--- src/pmt_pkg.sv ---
package pmt_pkg;

   // ****************************************
   // Timing
   // ****************************************
   localparam int CLK_HZ = 50_000_000;
   localparam int LINE_PERIOD_US = 20_000;
   localparam int LINE_CYCLES = LINE_PERIOD_US * (CLK_HZ / 1_000_000);
   localparam int TRANSITION_CYCLES = 16;

   // ****************************************
   // Register map and fields
   // ****************************************
   localparam logic [3:0] ADDR_LPTC = 4'h0;
   localparam logic [3:0] ADDR_RETAINED = 4'h1;
   localparam logic [3:0] ADDR_SECOND_STATUS_WORD = 4'h2;
   localparam logic [3:0] ADDR_MAV_A = 4'h3;
   localparam logic [3:0] ADDR_MAV_B = 4'h4;
   localparam logic [3:0] ADDR_MAV_C = 4'h5;
   localparam logic [3:0] ADDR_COMMAND = 4'h6;
   localparam int PLC_MSB = 7;
   localparam int PLC_LSB = 3;
   localparam int THR_MSB = 2;
   localparam int THR_LSB = 0;
   localparam int DONE_BIT = 15;
   localparam int SOFT_RESET_BIT = 0;
   localparam logic [7:0] LPTC_RESET = 8'h07;
   localparam logic [7:0] RETAINED_RESET = 8'h00;

   // Encoded as {mode_pin_high, mode_pin_low}
   typedef enum logic [1:0] {
      MODE_REDUCED = 2'b00,
      MODE_NORMAL = 2'b01,
      MODE_SLEEP = 2'b11,
      MODE_LOW = 2'b10
   } pmt_mode_e;

   typedef enum logic [2:0] {
      ST_NORMAL = 3'b000,
      ST_TRANS = 3'b001,
      ST_REDUCED = 3'b011,
      ST_LOW = 3'b010,
      ST_SLEEP = 3'b110
   } pmt_state_e;

   function automatic pmt_mode_e decode_mode(input logic pin_high, input logic pin_low);
      return pmt_mode_e'({pin_high, pin_low});
   endfunction

endpackage

--- src/pmt_mav.sv ---
module pmt_mav #(
   parameter int SAMPLE_W = 24,
   parameter int RESULT_W = 20,
   parameter int AVG_LOG2 = 8
) (
   input wire logic clk,
   input wire logic rst_n,
   input wire logic enable,
   input wire logic sample_valid,
   input wire logic signed [SAMPLE_W-1:0] sample,
   output logic [RESULT_W-1:0] result
);

   localparam int ACC_W = SAMPLE_W + AVG_LOG2;

   logic [ACC_W-1:0] acc_reg;
   logic [AVG_LOG2-1:0] n_reg;
   logic [RESULT_W-1:0] result_reg;
   wire [SAMPLE_W-1:0] mag = sample[SAMPLE_W-1] ? SAMPLE_W'(-sample) : SAMPLE_W'(sample);
   wire [ACC_W-1:0] sum = acc_reg + ACC_W'(mag);
   wire last = &n_reg;

   always_ff @(posedge clk or negedge rst_n) begin
      if (!rst_n) begin
         acc_reg <= '0;
         n_reg <= '0;
         result_reg <= '0;
      end else if (!enable) begin
         acc_reg <= '0;
         n_reg <= '0;
      end else if (sample_valid) begin
         n_reg <= n_reg + 1'b1;
         acc_reg <= last ? '0 : sum;
         if (last) begin
            // Keep the upper bits of the mean; the low ones are noise
            result_reg <= sum[ACC_W-1 -: RESULT_W];
         end
      end
   end

   assign result = result_reg;

endmodule

--- src/pmt_phase_mon.sv ---
module pmt_phase_mon #(
   parameter int SAMPLE_W = 24,
   parameter int COUNT_W = 6
) (
   input wire logic clk,
   input wire logic rst_n,
   input wire logic enable,
   input wire logic clear,
   input wire logic sample_valid,
   input wire logic signed [SAMPLE_W-1:0] sample_p,
   input wire logic signed [SAMPLE_W-1:0] threshold,
   output logic [COUNT_W-1:0] count
);

   logic above_reg;
   logic [COUNT_W-1:0] count_reg;
   wire above_now = sample_p > threshold;
   // Only a fresh crossing counts, so a long peak is one event
   wire rise = enable && sample_valid && above_now && !above_reg;
   wire sat = &count_reg;

   always_ff @(posedge clk or negedge rst_n) begin
      if (!rst_n) begin
         above_reg <= 1'b0;
         count_reg <= '0;
      end else if (clear || !enable) begin
         above_reg <= 1'b0;
         count_reg <= '0;
      end else begin
         if (sample_valid) begin
            above_reg <= above_now;
         end
         if (rise && !sat) begin
            count_reg <= count_reg + 1'b1;
         end
      end
   end

   assign count = count_reg;

endmodule

--- src/pmt_power_monitor.sv ---
module pmt_power_monitor #(
   parameter int SAMPLE_W = 24,
   parameter int LINE_CYCLES = pmt_pkg::LINE_CYCLES,
   parameter logic signed [SAMPLE_W-1:0] FULL_SCALE = 24'h7FFFFF
) (
   input wire logic CLK_SYS,
   input wire logic RST_N,
   input wire logic MODE_PIN_HIGH,
   input wire logic MODE_PIN_LOW,
   input wire logic SAMPLE_VALID,
   input wire logic signed [SAMPLE_W-1:0] PHASE_A_P,
   input wire logic signed [SAMPLE_W-1:0] PHASE_B_P,
   input wire logic signed [SAMPLE_W-1:0] PHASE_C_P,
   input wire logic REG_REQ,
   input wire logic REG_WE,
   input wire logic [3:0] REG_ADDR,
   input wire logic [15:0] REG_WDATA,
   output logic REG_ACK,
   output logic [23:0] REG_RDATA,
   output logic IDLE_INTERRUPT_N,
   output logic ACTIVITY_INTERRUPT_N,
   output logic [2:0] POWER_STATE
);

   localparam int COUNT_W = 6;
   localparam int TIMER_W = $clog2(LINE_CYCLES);
   localparam int TRANS_W = $clog2(pmt_pkg::TRANSITION_CYCLES);

   // ****************************************
   // Reset release and pin synchronisers
   // ****************************************
   logic [1:0] rst_sync_reg;
   logic [1:0] pin_high_sync_reg;
   logic [1:0] pin_low_sync_reg;
   wire rst_n = rst_sync_reg[1];

   always_ff @(posedge CLK_SYS or negedge RST_N) begin
      if (!RST_N) begin
         rst_sync_reg <= 2'b00;
      end else begin
         rst_sync_reg <= {rst_sync_reg[0], 1'b1};
      end
   end

   always_ff @(posedge CLK_SYS or negedge rst_n) begin
      if (!rst_n) begin
         pin_high_sync_reg <= 2'b00;
         pin_low_sync_reg <= 2'b11;
      end else begin
         pin_high_sync_reg <= {pin_high_sync_reg[0], MODE_PIN_HIGH};
         pin_low_sync_reg <= {pin_low_sync_reg[0], MODE_PIN_LOW};
      end
   end

   // ****************************************
   // Mode sequencing
   // ****************************************
   pmt_pkg::pmt_state_e state_reg, state_next;
   logic [TRANS_W-1:0] trans_cnt_reg;
   wire pmt_pkg::pmt_mode_e pin_mode =
      pmt_pkg::decode_mode(pin_high_sync_reg[1], pin_low_sync_reg[1]);
   wire trans_end = (state_reg == pmt_pkg::ST_TRANS) &&
      (trans_cnt_reg == TRANS_W'(pmt_pkg::TRANSITION_CYCLES - 1));
   wire in_normal = state_reg == pmt_pkg::ST_NORMAL;
   wire in_reduced = state_reg == pmt_pkg::ST_REDUCED;
   wire in_low = state_reg == pmt_pkg::ST_LOW;

   always_comb begin
      state_next = state_reg;
      unique case (pin_mode)
         pmt_pkg::MODE_NORMAL: begin
            if (state_reg == pmt_pkg::ST_TRANS) begin
               state_next = trans_end ? pmt_pkg::ST_NORMAL : pmt_pkg::ST_TRANS;
            end else if (state_reg != pmt_pkg::ST_NORMAL) begin
               state_next = pmt_pkg::ST_TRANS;
            end
         end
         pmt_pkg::MODE_REDUCED: state_next = pmt_pkg::ST_REDUCED;
         pmt_pkg::MODE_LOW: state_next = pmt_pkg::ST_LOW;
         pmt_pkg::MODE_SLEEP: state_next = pmt_pkg::ST_SLEEP;
      endcase
   end

   always_ff @(posedge CLK_SYS or negedge rst_n) begin
      if (!rst_n) begin
         state_reg <= pmt_pkg::ST_NORMAL;
         trans_cnt_reg <= '0;
      end else begin
         state_reg <= state_next;
         trans_cnt_reg <= (state_reg == pmt_pkg::ST_TRANS) ? trans_cnt_reg + 1'b1 : '0;
      end
   end

   // ****************************************
   // Registers
   // ****************************************
   logic [7:0] lptc_reg;
   logic [7:0] retained_reg;
   logic done_reg;
   logic ack_reg;
   logic [23:0] rdata_reg;
   logic [19:0] mav [3];
   logic [23:0] rdata_next;

   wire [4:0] period_line_count = lptc_reg[pmt_pkg::PLC_MSB:pmt_pkg::PLC_LSB];
   wire [2:0] threshold_eighths = lptc_reg[pmt_pkg::THR_MSB:pmt_pkg::THR_LSB];
   // Full register access only in normal; reduced mode serves the results alone
   wire mav_addr = (REG_ADDR == pmt_pkg::ADDR_MAV_A) || (REG_ADDR == pmt_pkg::ADDR_MAV_B) ||
      (REG_ADDR == pmt_pkg::ADDR_MAV_C);
   wire access_ok = in_normal || (in_reduced && !REG_WE && mav_addr);
   wire take = REG_REQ && access_ok;
   wire wr = take && REG_WE;
   wire soft_reset = wr && (REG_ADDR == pmt_pkg::ADDR_COMMAND) &&
      REG_WDATA[pmt_pkg::SOFT_RESET_BIT];
   wire done_clear = wr && (REG_ADDR == pmt_pkg::ADDR_SECOND_STATUS_WORD) && REG_WDATA[pmt_pkg::DONE_BIT];
   wire general_reset = soft_reset || (state_reg == pmt_pkg::ST_TRANS);

   always_comb begin
      rdata_next = '0;
      unique case (REG_ADDR)
         pmt_pkg::ADDR_LPTC: rdata_next = {16'h0000, lptc_reg};
         pmt_pkg::ADDR_RETAINED: rdata_next = {16'h0000, retained_reg};
         pmt_pkg::ADDR_SECOND_STATUS_WORD: rdata_next = {8'h00, done_reg, 15'h0000};
         pmt_pkg::ADDR_MAV_A: rdata_next = {4'h0, mav[0]};
         pmt_pkg::ADDR_MAV_B: rdata_next = {4'h0, mav[1]};
         pmt_pkg::ADDR_MAV_C: rdata_next = {4'h0, mav[2]};
         default: rdata_next = '0;
      endcase
   end

   // Hardware reset loads LPTC_RESET (07) and RETAINED_RESET (00) into the retained pair
   always_ff @(posedge CLK_SYS or negedge rst_n) begin
      if (!rst_n) begin
         lptc_reg <= pmt_pkg::LPTC_RESET;
         retained_reg <= pmt_pkg::RETAINED_RESET;
      end else if (wr && in_normal) begin
         // Neither soft reset nor mode changes touch these
         if (REG_ADDR == pmt_pkg::ADDR_LPTC) begin
            lptc_reg <= REG_WDATA[7:0];
         end
         if (REG_ADDR == pmt_pkg::ADDR_RETAINED) begin
            retained_reg <= REG_WDATA[7:0];
         end
      end
   end

   // Completion of a transition sets the flag; setting beats a clear in the same cycle
   always_ff @(posedge CLK_SYS or negedge rst_n) begin
      if (!rst_n) begin
         done_reg <= 1'b0;
      end else if (trans_end) begin
         done_reg <= 1'b1;
      end else if (done_clear || soft_reset) begin
         done_reg <= 1'b0;
      end
   end

   always_ff @(posedge CLK_SYS or negedge rst_n) begin
      if (!rst_n) begin
         ack_reg <= 1'b0;
         rdata_reg <= '0;
      end else begin
         ack_reg <= take;
         if (take && !REG_WE) begin
            rdata_reg <= rdata_next;
         end
      end
   end

   // ****************************************
   // Low-power current monitor
   // ****************************************
   logic [TIMER_W-1:0] cyc_reg;
   logic [4:0] line_reg;
   logic low_prev_reg;
   logic idle_reg;
   logic act_reg;
   logic [COUNT_W-1:0] count [3];
   logic signed [SAMPLE_W-1:0] sample_p [3];

   wire [SAMPLE_W+2:0] thr_prod = (SAMPLE_W + 3)'(FULL_SCALE) * (SAMPLE_W + 3)'(threshold_eighths);
   wire signed [SAMPLE_W-1:0] threshold = thr_prod[SAMPLE_W+2:3];
   wire line_end = cyc_reg == TIMER_W'(LINE_CYCLES - 1);
   wire period_end = in_low && low_prev_reg && line_end && (line_reg == period_line_count);
   wire restart = (in_low && !low_prev_reg) || period_end;
   wire [COUNT_W-1:0] limit = COUNT_W'(period_line_count) + 1'b1;
   wire any_active = (count[0] >= limit) || (count[1] >= limit) || (count[2] >= limit);

   assign sample_p[0] = PHASE_A_P;
   assign sample_p[1] = PHASE_B_P;
   assign sample_p[2] = PHASE_C_P;

   always_ff @(posedge CLK_SYS or negedge rst_n) begin
      if (!rst_n) begin
         cyc_reg <= '0;
         line_reg <= '0;
         low_prev_reg <= 1'b0;
      end else begin
         low_prev_reg <= in_low;
         if (restart || !in_low) begin
            cyc_reg <= '0;
            line_reg <= '0;
         end else if (line_end) begin
            cyc_reg <= '0;
            line_reg <= line_reg + 1'b1;
         end else begin
            cyc_reg <= cyc_reg + 1'b1;
         end
      end
   end

   // Verdict holds until the next period ends or the mode changes
   always_ff @(posedge CLK_SYS or negedge rst_n) begin
      if (!rst_n) begin
         idle_reg <= 1'b0;
         act_reg <= 1'b0;
      end else if (!in_low) begin
         idle_reg <= 1'b0;
         act_reg <= 1'b0;
      end else if (period_end) begin
         idle_reg <= !any_active;
         act_reg <= any_active;
      end
   end

   // ****************************************
   // Per-phase blocks
   // ****************************************
   for (genvar p = 0; p < 3; p++) begin : g_phase
      // Only the positive terminal feeds the detector
      pmt_phase_mon #(
         .SAMPLE_W(SAMPLE_W),
         .COUNT_W(COUNT_W)
      ) u_mon (
         .clk(CLK_SYS),
         .rst_n(rst_n),
         .enable(in_low),
         .clear(restart),
         .sample_valid(SAMPLE_VALID),
         .sample_p(sample_p[p]),
         .threshold(threshold),
         .count(count[p])
      );

      // Stopped in low-power and sleep to save current
      pmt_mav #(
         .SAMPLE_W(SAMPLE_W),
         .RESULT_W(20),
         .AVG_LOG2(8)
      ) u_mav (
         .clk(CLK_SYS),
         .rst_n(rst_n),
         .enable(in_normal || in_reduced),
         .sample_valid(SAMPLE_VALID),
         .sample(sample_p[p]),
         .result(mav[p])
      );
   end

   // ****************************************
   // Outputs
   // ****************************************
   logic idle_n_reg;
   logic act_n_reg;

   always_ff @(posedge CLK_SYS or negedge rst_n) begin
      if (!rst_n) begin
         idle_n_reg <= 1'b1;
         act_n_reg <= 1'b1;
      end else begin
         idle_n_reg <= !idle_reg;
         act_n_reg <= !(act_reg || (done_reg && !general_reset));
      end
   end

   assign IDLE_INTERRUPT_N = idle_n_reg;
   assign ACTIVITY_INTERRUPT_N = act_n_reg;
   assign REG_ACK = ack_reg;
   assign REG_RDATA = rdata_reg;
   assign POWER_STATE = state_reg;

endmodule

--- config.mk ---
export PLATFORM = sky130hd
export DESIGN_NAME = pmt_power_monitor
export DESIGN_NICKNAME = d
export VERILOG_FILES = /design/src/pmt_pkg.sv /design/src/pmt_mav.sv /design/src/pmt_phase_mon.sv /design/src/pmt_power_monitor.sv
export SDC_FILE = /design/constraint.sdc
export NUM_CORES = 1
export LEC_CHECK = 0
export ABC_AREA = 1
export BUFFER_PORTS_ARGS = -buffer_cell sky130_fd_sc_hd__buf_4
export CORE_MARGIN = 4
export CORE_UTILIZATION = 35
export CTS_CLUSTER_SIZE = 24
export DETAILED_ROUTE_END_ITERATION = 8
export GPL_ROUTABILITY_DRIVEN = 1
export SETUP_SLACK_MARGIN = 0.4
export SKIP_CTS_REPAIR_TIMING = 1
export SYNTH_ARGS = -nofsm -noshare
export SYNTH_HDL_FRONTEND = slang
export SYNTH_SLANG_ARGS = --single-unit
--- constraint.sdc ---
create_clock -name CLK_SYS -period 9.42 [get_ports CLK_SYS]
set_clock_uncertainty 0.2 [all_clocks]
set_input_delay 0.942 -clock CLK_SYS [delete_from_list [all_inputs] [get_ports CLK_SYS]]
set_output_delay 0.942 -clock CLK_SYS [all_outputs]
set_load 0.1 [all_outputs]
== Word-level counts from Yosys, hierarchy flattened ==
Cells that the tools add are included.

* Register bits after elaboration: 286
* Bits of input ports: 99
* Output and inout port bits: 30

* Add/subtract/negate cells: 16
* Multipliers: 1
* Order comparisons: 6
* Eq/ne operators: 18
* Multiplexer cells: 46
* Reductions and logical operators: 71

{| class="wikitable"
|+ Operator list
! cell !! count
|-
| 32-bit 2-to-1 mux || 9
|-
| 20-bit case mux with 6 select lines || 1
|-
| 32-bit by 24-bit adder with 32-bit output || 3
|-
| 24-bit greater-than comparator || 3
|-
| 24-bit 2-to-1 mux || 3
|-
| 24-bit negation || 3
|-
| 8-bit 2-to-1 mux || 6
|-
| 20-bit 2-to-1 mux || 2
|-
| 6-bit 2-to-1 mux || 6
|-
| 10-bit AND reduction || 3
|-
| 1-bit logical AND || 26
|-
| 23-bit by 3-bit multiplier with 26-bit output, first input constant || 1
|-
| 8-bit by 1-bit adder with 8-bit output, second input constant || 3
|-
| 8-bit AND reduction || 3
|-
| 20-bit by 1-bit adder with 20-bit output, second input constant || 1
|-
| 20-bit equality test, second input constant || 1
|-
| 6-bit by 1-bit adder with 6-bit output, second input constant || 3
|-
| 6-bit >= comparator || 3
|-
| 6-bit AND reduction || 3
|-
| 1-bit zero test || 13
|-
| 1-bit 2-to-1 mux || 13
|-
| 4-bit by 3-bit equality test with 1-bit output, second input constant || 3
|-
| 3-bit case mux with 4 select lines || 1
|-
| 2-bit nonzero test || 6
|-
| 22 further kinds || 39
|}

== Depth between registers and ports, before layout ==
* Depth in word-level cells: 14
* Depth in mapped cells: 22
* Depth with buffers taken out: 22

== Hierarchy ==
Synthesis repeated with hierarchy kept, for this count alone.

* Cell total of the unflattened synthesis: 3622
* Area, all modules: 24243.3 um^2

{| class="wikitable"
|+ Modules (own cells, without submodules)
! module !! instances !! cells an instance !! area each (um^2) !! sequential area each (um^2)
|-
| pmt_mav at g_phase[0].u_mav ... || 2 || 803 || 5127.4 || 1501.4
|-
| pmt_power_monitor || 1 || 712 || 5439.0 || 2035.7
|-
| pmt_mav at g_phase[1].u_mav || 1 || 797 || 5137.4 || 1501.4
|-
| pmt_phase_mon || 3 || 169 || 1137.3 || 175.2
|}

== Worst setup path before layout ==
No wires, ideal clock.

* Path type: reg2reg
* Start: reg lptc_reg[0]
* End: reg g_phase[1].u_mon.count_reg[0]
* Arrival: 4.010 ns
* Data required time: 9.103 ns
* Path slack: 5.094 ns
* Stages on the path, launching flop included: 17
* Path buffers: 0
* Clock period less this slack: 4.326 ns
* Path through: dfstp_2 -> fa_1 -> nand3_1 -> fa_1 -> fa_1 -> fa_1 -> ha_1 -> a21oi_1 -> o21ai_0 -> o21bai_1 -> nand2_1 -> nand2_1 -> nand3_1 -> nand3_2 -> nand2_2 -> nand2_1 -> nand2_1

* Longest elaborated chain between the ends: 6

{| class="wikitable"
|+ Ends and longest elaborated chain
! what !! line !! RTL
|-
| start: declaration || pmt_power_monitor.sv:97 || <nowiki>logic [7:0] lptc_reg;</nowiki>
|-
| start signal: assignment || pmt_power_monitor.sv:134 || <nowiki>lptc_reg <= pmt_pkg::LPTC_RESET;</nowiki>
|-
| start signal: assignment || pmt_power_monitor.sv:139 || <nowiki>lptc_reg <= REG_WDATA[7:0];</nowiki>
|-
| 23-bit by 3-bit multiplier with 26-bit output || pmt_power_monitor.sv:181 || <nowiki>wire [SAMPLE_W+2:0] thr_prod = (SAMPLE_W + 3)'(FULL_SCALE) * (SAMPLE_W + 3)'(threshold_eighths);</nowiki>
|-
| 24-bit greater-than comparator || pmt_phase_mon.sv:17 || <nowiki>wire above_now = sample_p > threshold;</nowiki>
|-
| 1-bit logical AND (2 in a row) || pmt_phase_mon.sv:19 || <nowiki>wire rise = enable && sample_valid && above_now && !above_reg;</nowiki>
|-
| 1-bit logical AND || pmt_phase_mon.sv:33 || <nowiki>if (rise && !sat) begin</nowiki>
|-
| 2-bit nonzero test (no source line) || - ||
|-
| end signal: assignment || pmt_phase_mon.sv:34 || <nowiki>count_reg <= count_reg + 1'b1;</nowiki>
|-
| end: declaration || pmt_phase_mon.sv:16 || <nowiki>logic [COUNT_W-1:0] count_reg;</nowiki>
|}

No other way between the ends.
A chain may end at the register's enable or synchronous reset.

== Final worst setup path ==
Same ends and word-level chain as after synthesis.

==> out/summary.md <==
* endpoint arrival time on the critical path: 5680 ps
* critical path's top delay family: adder cells
* result of the run: completed
* CP most frequent cell: sky130_fd_sc_hd__fa_1
* critical-path maximum fanout: 15
* sequential group share of total power: 34.3%
* setup slack of the critical path after layout: 4039 ps
* net switching component of the power: 1.354 mW
* effective utilization at floorplan: 35.25%
* global-route usage over all layers: 20.06%
* Yosys warning total: 0
* area used by multi-input combinational logic: 13090 um2
* Slew headroom: 35.95%
* vertical die dimension: 257.1 um
* sum of overflow across all layers after global routing: 0
* num ports: 129
* commonest non-fill, non-tap cells in the layout: sky130_fd_sc_hd__nand2_1, sky130_fd_sc_hd__inv_1, sky130_fd_sc_hd__nor2_1, sky130_fd_sc_hd__dfrtp_1, sky130_fd_sc_hd__nand3_1
* per-cell via count in the routed design: 5.083
* Longest Clk Path Bufs: 3
* worst-case vdd ir drop: 0.1125 mV
* power density normalized to cell area: 155.8 nW/um2
* Period minus WS final: 5381 ps
* Antenna Nets Post-Route: 0
* detailed-placement wirelength estimate: 52260 um
* Row Count: 91
* clock tree from TritonCTS: done
* Clock Sinks: 282
* net count of the finished layout: 3460
* Setup Slack @ Placement: 3975 ps
* post-synth cell types: 61
* static leakage: 12.51 nW
* largest net degree at the start of global routing: 153
* total number of vias: 20550
* routed len/inst: 16.72 um
* Die ar.: 66090 um2
* number of antenna violations at the first check in global routing: 1
* overall routed net length: 67590 um
* initial detailed-routing violation count: 1425
* vias in the first global route: 19890
* Hold Crit Class: flip-flop to flip-flop
* count of endpoints failing hold in the final timing report: 0
* sequential fraction of the synthesis area: 32.54%
* Horiz. Die Dim: 257.1 um
* leading cell type in the layout, fill and taps excluded: sky130_fd_sc_hd__nand2_1
* placeable core area: 61600 um2
* nature of the critical path startpoint: flip-flop
* Num CTS Buffers: 36
* sum of negative setup slack: 0 ps
* clock latency on the worst-skew pair: 570 ps
* Filler Cell Count: 6449
* final cycle utilization of the critical path: 57.12%
* peak clock frequency supported by timing: 185.8 MHz
* area growth from synthesis to layout: 13.84%
* number of buffer cells added on primary ports: 117
* # H-tree levels: 2
* first-pass GRT wire length: 107200 um
* Internal Pwr Total: 2.496 mW
* detailed-route DRC error count: 0
* Core Util, Final: 40.13%
* maximum single-stage delay on the critical path: 1120 ps
* diode insertion count for antenna repair: 0
* detailed-routing iteration count for the pre-antenna-repair pass: 5
* number of flip-flops in the largest register: 96
* data required time of the worst path: 9720 ps
* Max-cap violations: 0
* instance count of the mapped netlist: 3071
* series of cell instances along the critical path: fa_1, nand3_1, fa_1, fa_1, fa_1, ha_1, nand3_1, nor3b_1, a21oi_1, nand3_2, nand2_2, nand2_1, nand2_1
* switching share of total power: 35.17%
* Slew @ Worst Pin: 960.8 ps
* Reg clk slew, reported paths: 60 ps
* Sequential Area: 7069 um2
* category of the critical setup timing path: flip-flop to flip-flop
* fraction of layout cells with a size suffix above 1: 8.172%
* proportion of power drawn by combinational gates: 26.4%
* cell area after synthesis: 21710 um2
* clock share of power: 39.2%
* CP endpoint kind: flip-flop
* root buffer selected by CTS: sky130_fd_sc_hd__clkbuf_16
* number of buffer and inverter stages on the critical path: 0
* post-synthesis sequential element count: 282
* setup repair after global routing missed its margin: no
* slowest cell on the critical path: sky130_fd_sc_hd__fa_1
* worst slack on hold paths: 146.2 ps
* synthesized area per cell: 7.070 um2
* routability congestion estimate: 0.9362
* final setup vio count: 0
* fin. max-slew vios: 0
-- cells in the mapped netlist (all sizes together) --
library cell	count	share of area [%]
o31ai	14	0.48
dfrtp	275	32
a21o	2	0.069
nand3b	42	1.5
dfstp	7	0.85
and2	2	0.058
o311ai	1	0.040
or2	14	0.40
nor2	337	6.4
a221oi	1	0.040
fa	10	0.92
and3	2	0.058
nand3	264	6.2
xnor2	36	1.5
xor2	77	3.1
clkinv	4	0.075
a22o	5	0.20
buf	37	1.0
nor3	65	1.6
a21boi	10	0.35
nor4	7	0.20
a211oi	1	0.035
a21oi	168	3.9
o221ai	5	0.20
inv	337	5.8
ha	173	10
o21ai	190	4.5
nand4	50	1.4
a31oi	2	0.058
a32o	11	0.51
o21bai	8	0.28
nand2	865	15
a22oi	3	0.10
o22ai	6	0.17
o2bb2ai	1	0.040
o21a	5	0.17
clkbuf	19	0.33
mux2	5	0.26
conb	2	0.035
o211ai	4	0.14
nor3b	4	0.16
-- worst paths after layout --
| check | cells after the start | startpoint | slack [ps] | to |
|---|---|---|---|---|
| worst max-delay path | 13 | lptc_reg[0] | 4040 | g_phase[1].u_mon.count[0] |
| max in group asynchronous | 1 | rst_sync_reg[1] | 7320 | g_phase[1].u_mav.acc_reg[9] |
| worst max register to register | 13 | lptc_reg[0] | 4040 | g_phase[1].u_mon.count[0] |
| worst min register to register | 0 | pin_high_sync_reg[0] | 150 | pin_high_sync_reg[1] |
| worst min-delay path | 0 | pin_high_sync_reg[0] | 150 | pin_high_sync_reg[1] |
| min in group asynchronous | 0 | rst_sync_reg[1] | 240 | cyc_reg[17] |
-- cells by family (layout without fill, tap and decap cells) --
kind of cell,count (synthesis),after routing,share of synthesized area [%]
flops,282,282,32.54
xor+xnor,113,113,4.558
simple gates,1652,1652,33.20
fa+ha+maj,183,183,10.89
mux,5,5,0.2593
other cells,2,5,0.03459
compound gates,437,437,11.28
buf+inv,397,529,7.243
-- cell type report --
| class | count | area share, % |
|---|---|---|
| Multi-Input combinational cell | 2395 | 52.96 |
| Sequential cell | 282 | 28.60 |
| Inverter | 341 | 5.194 |
| Tap cell | 837 | 4.237 |
| Clock buffer | 45 | 4.024 |
| Timing Repair Buffer | 122 | 3.766 |
| Clock inverter | 21 | 1.215 |
-- power groups by stage --
stage | Clock, mW | Combinational (mW) | Sequential (mW)
4_1_cts | 1.55 | 1.01 | 1.32
3_3_place_gp | 0 | 1.00 | 1.34
3_5_place_dp | 0 | 1.01 | 1.34
5_1_grt | 1.59 | 1.15 | 1.33
6_report | 1.51 | 1.02 | 1.32
2_1_floorplan | 0 | 0.652 | 1.40
-- layer usage --
metal | global-route usage [%] | vias to the layer above | routed length, um
met5 | 0 | - | 0
met4 | 6.410 | 0 | 2067
met3 | 2.578 | 110 | 2952
met2 | 33.87 | 458 | 31810
met1 | 26.81 | 9635 | 30760
li1 | - | 10350 | -
-- stage by stage --
stage | power (mW) | cells | area [um2]
global placement | 2.342 | 3976 | 23410
detailed placement | 2.353 | 3976 | 23410
finish | 3.850 | 4043 | 24720
floorplan | 2.052 | 3074 | 21720
CTS | 3.885 | 4042 | 24710
global route | 4.069 | 4043 | 24720
Note: power is estimated with default switching activity, not from simulation.
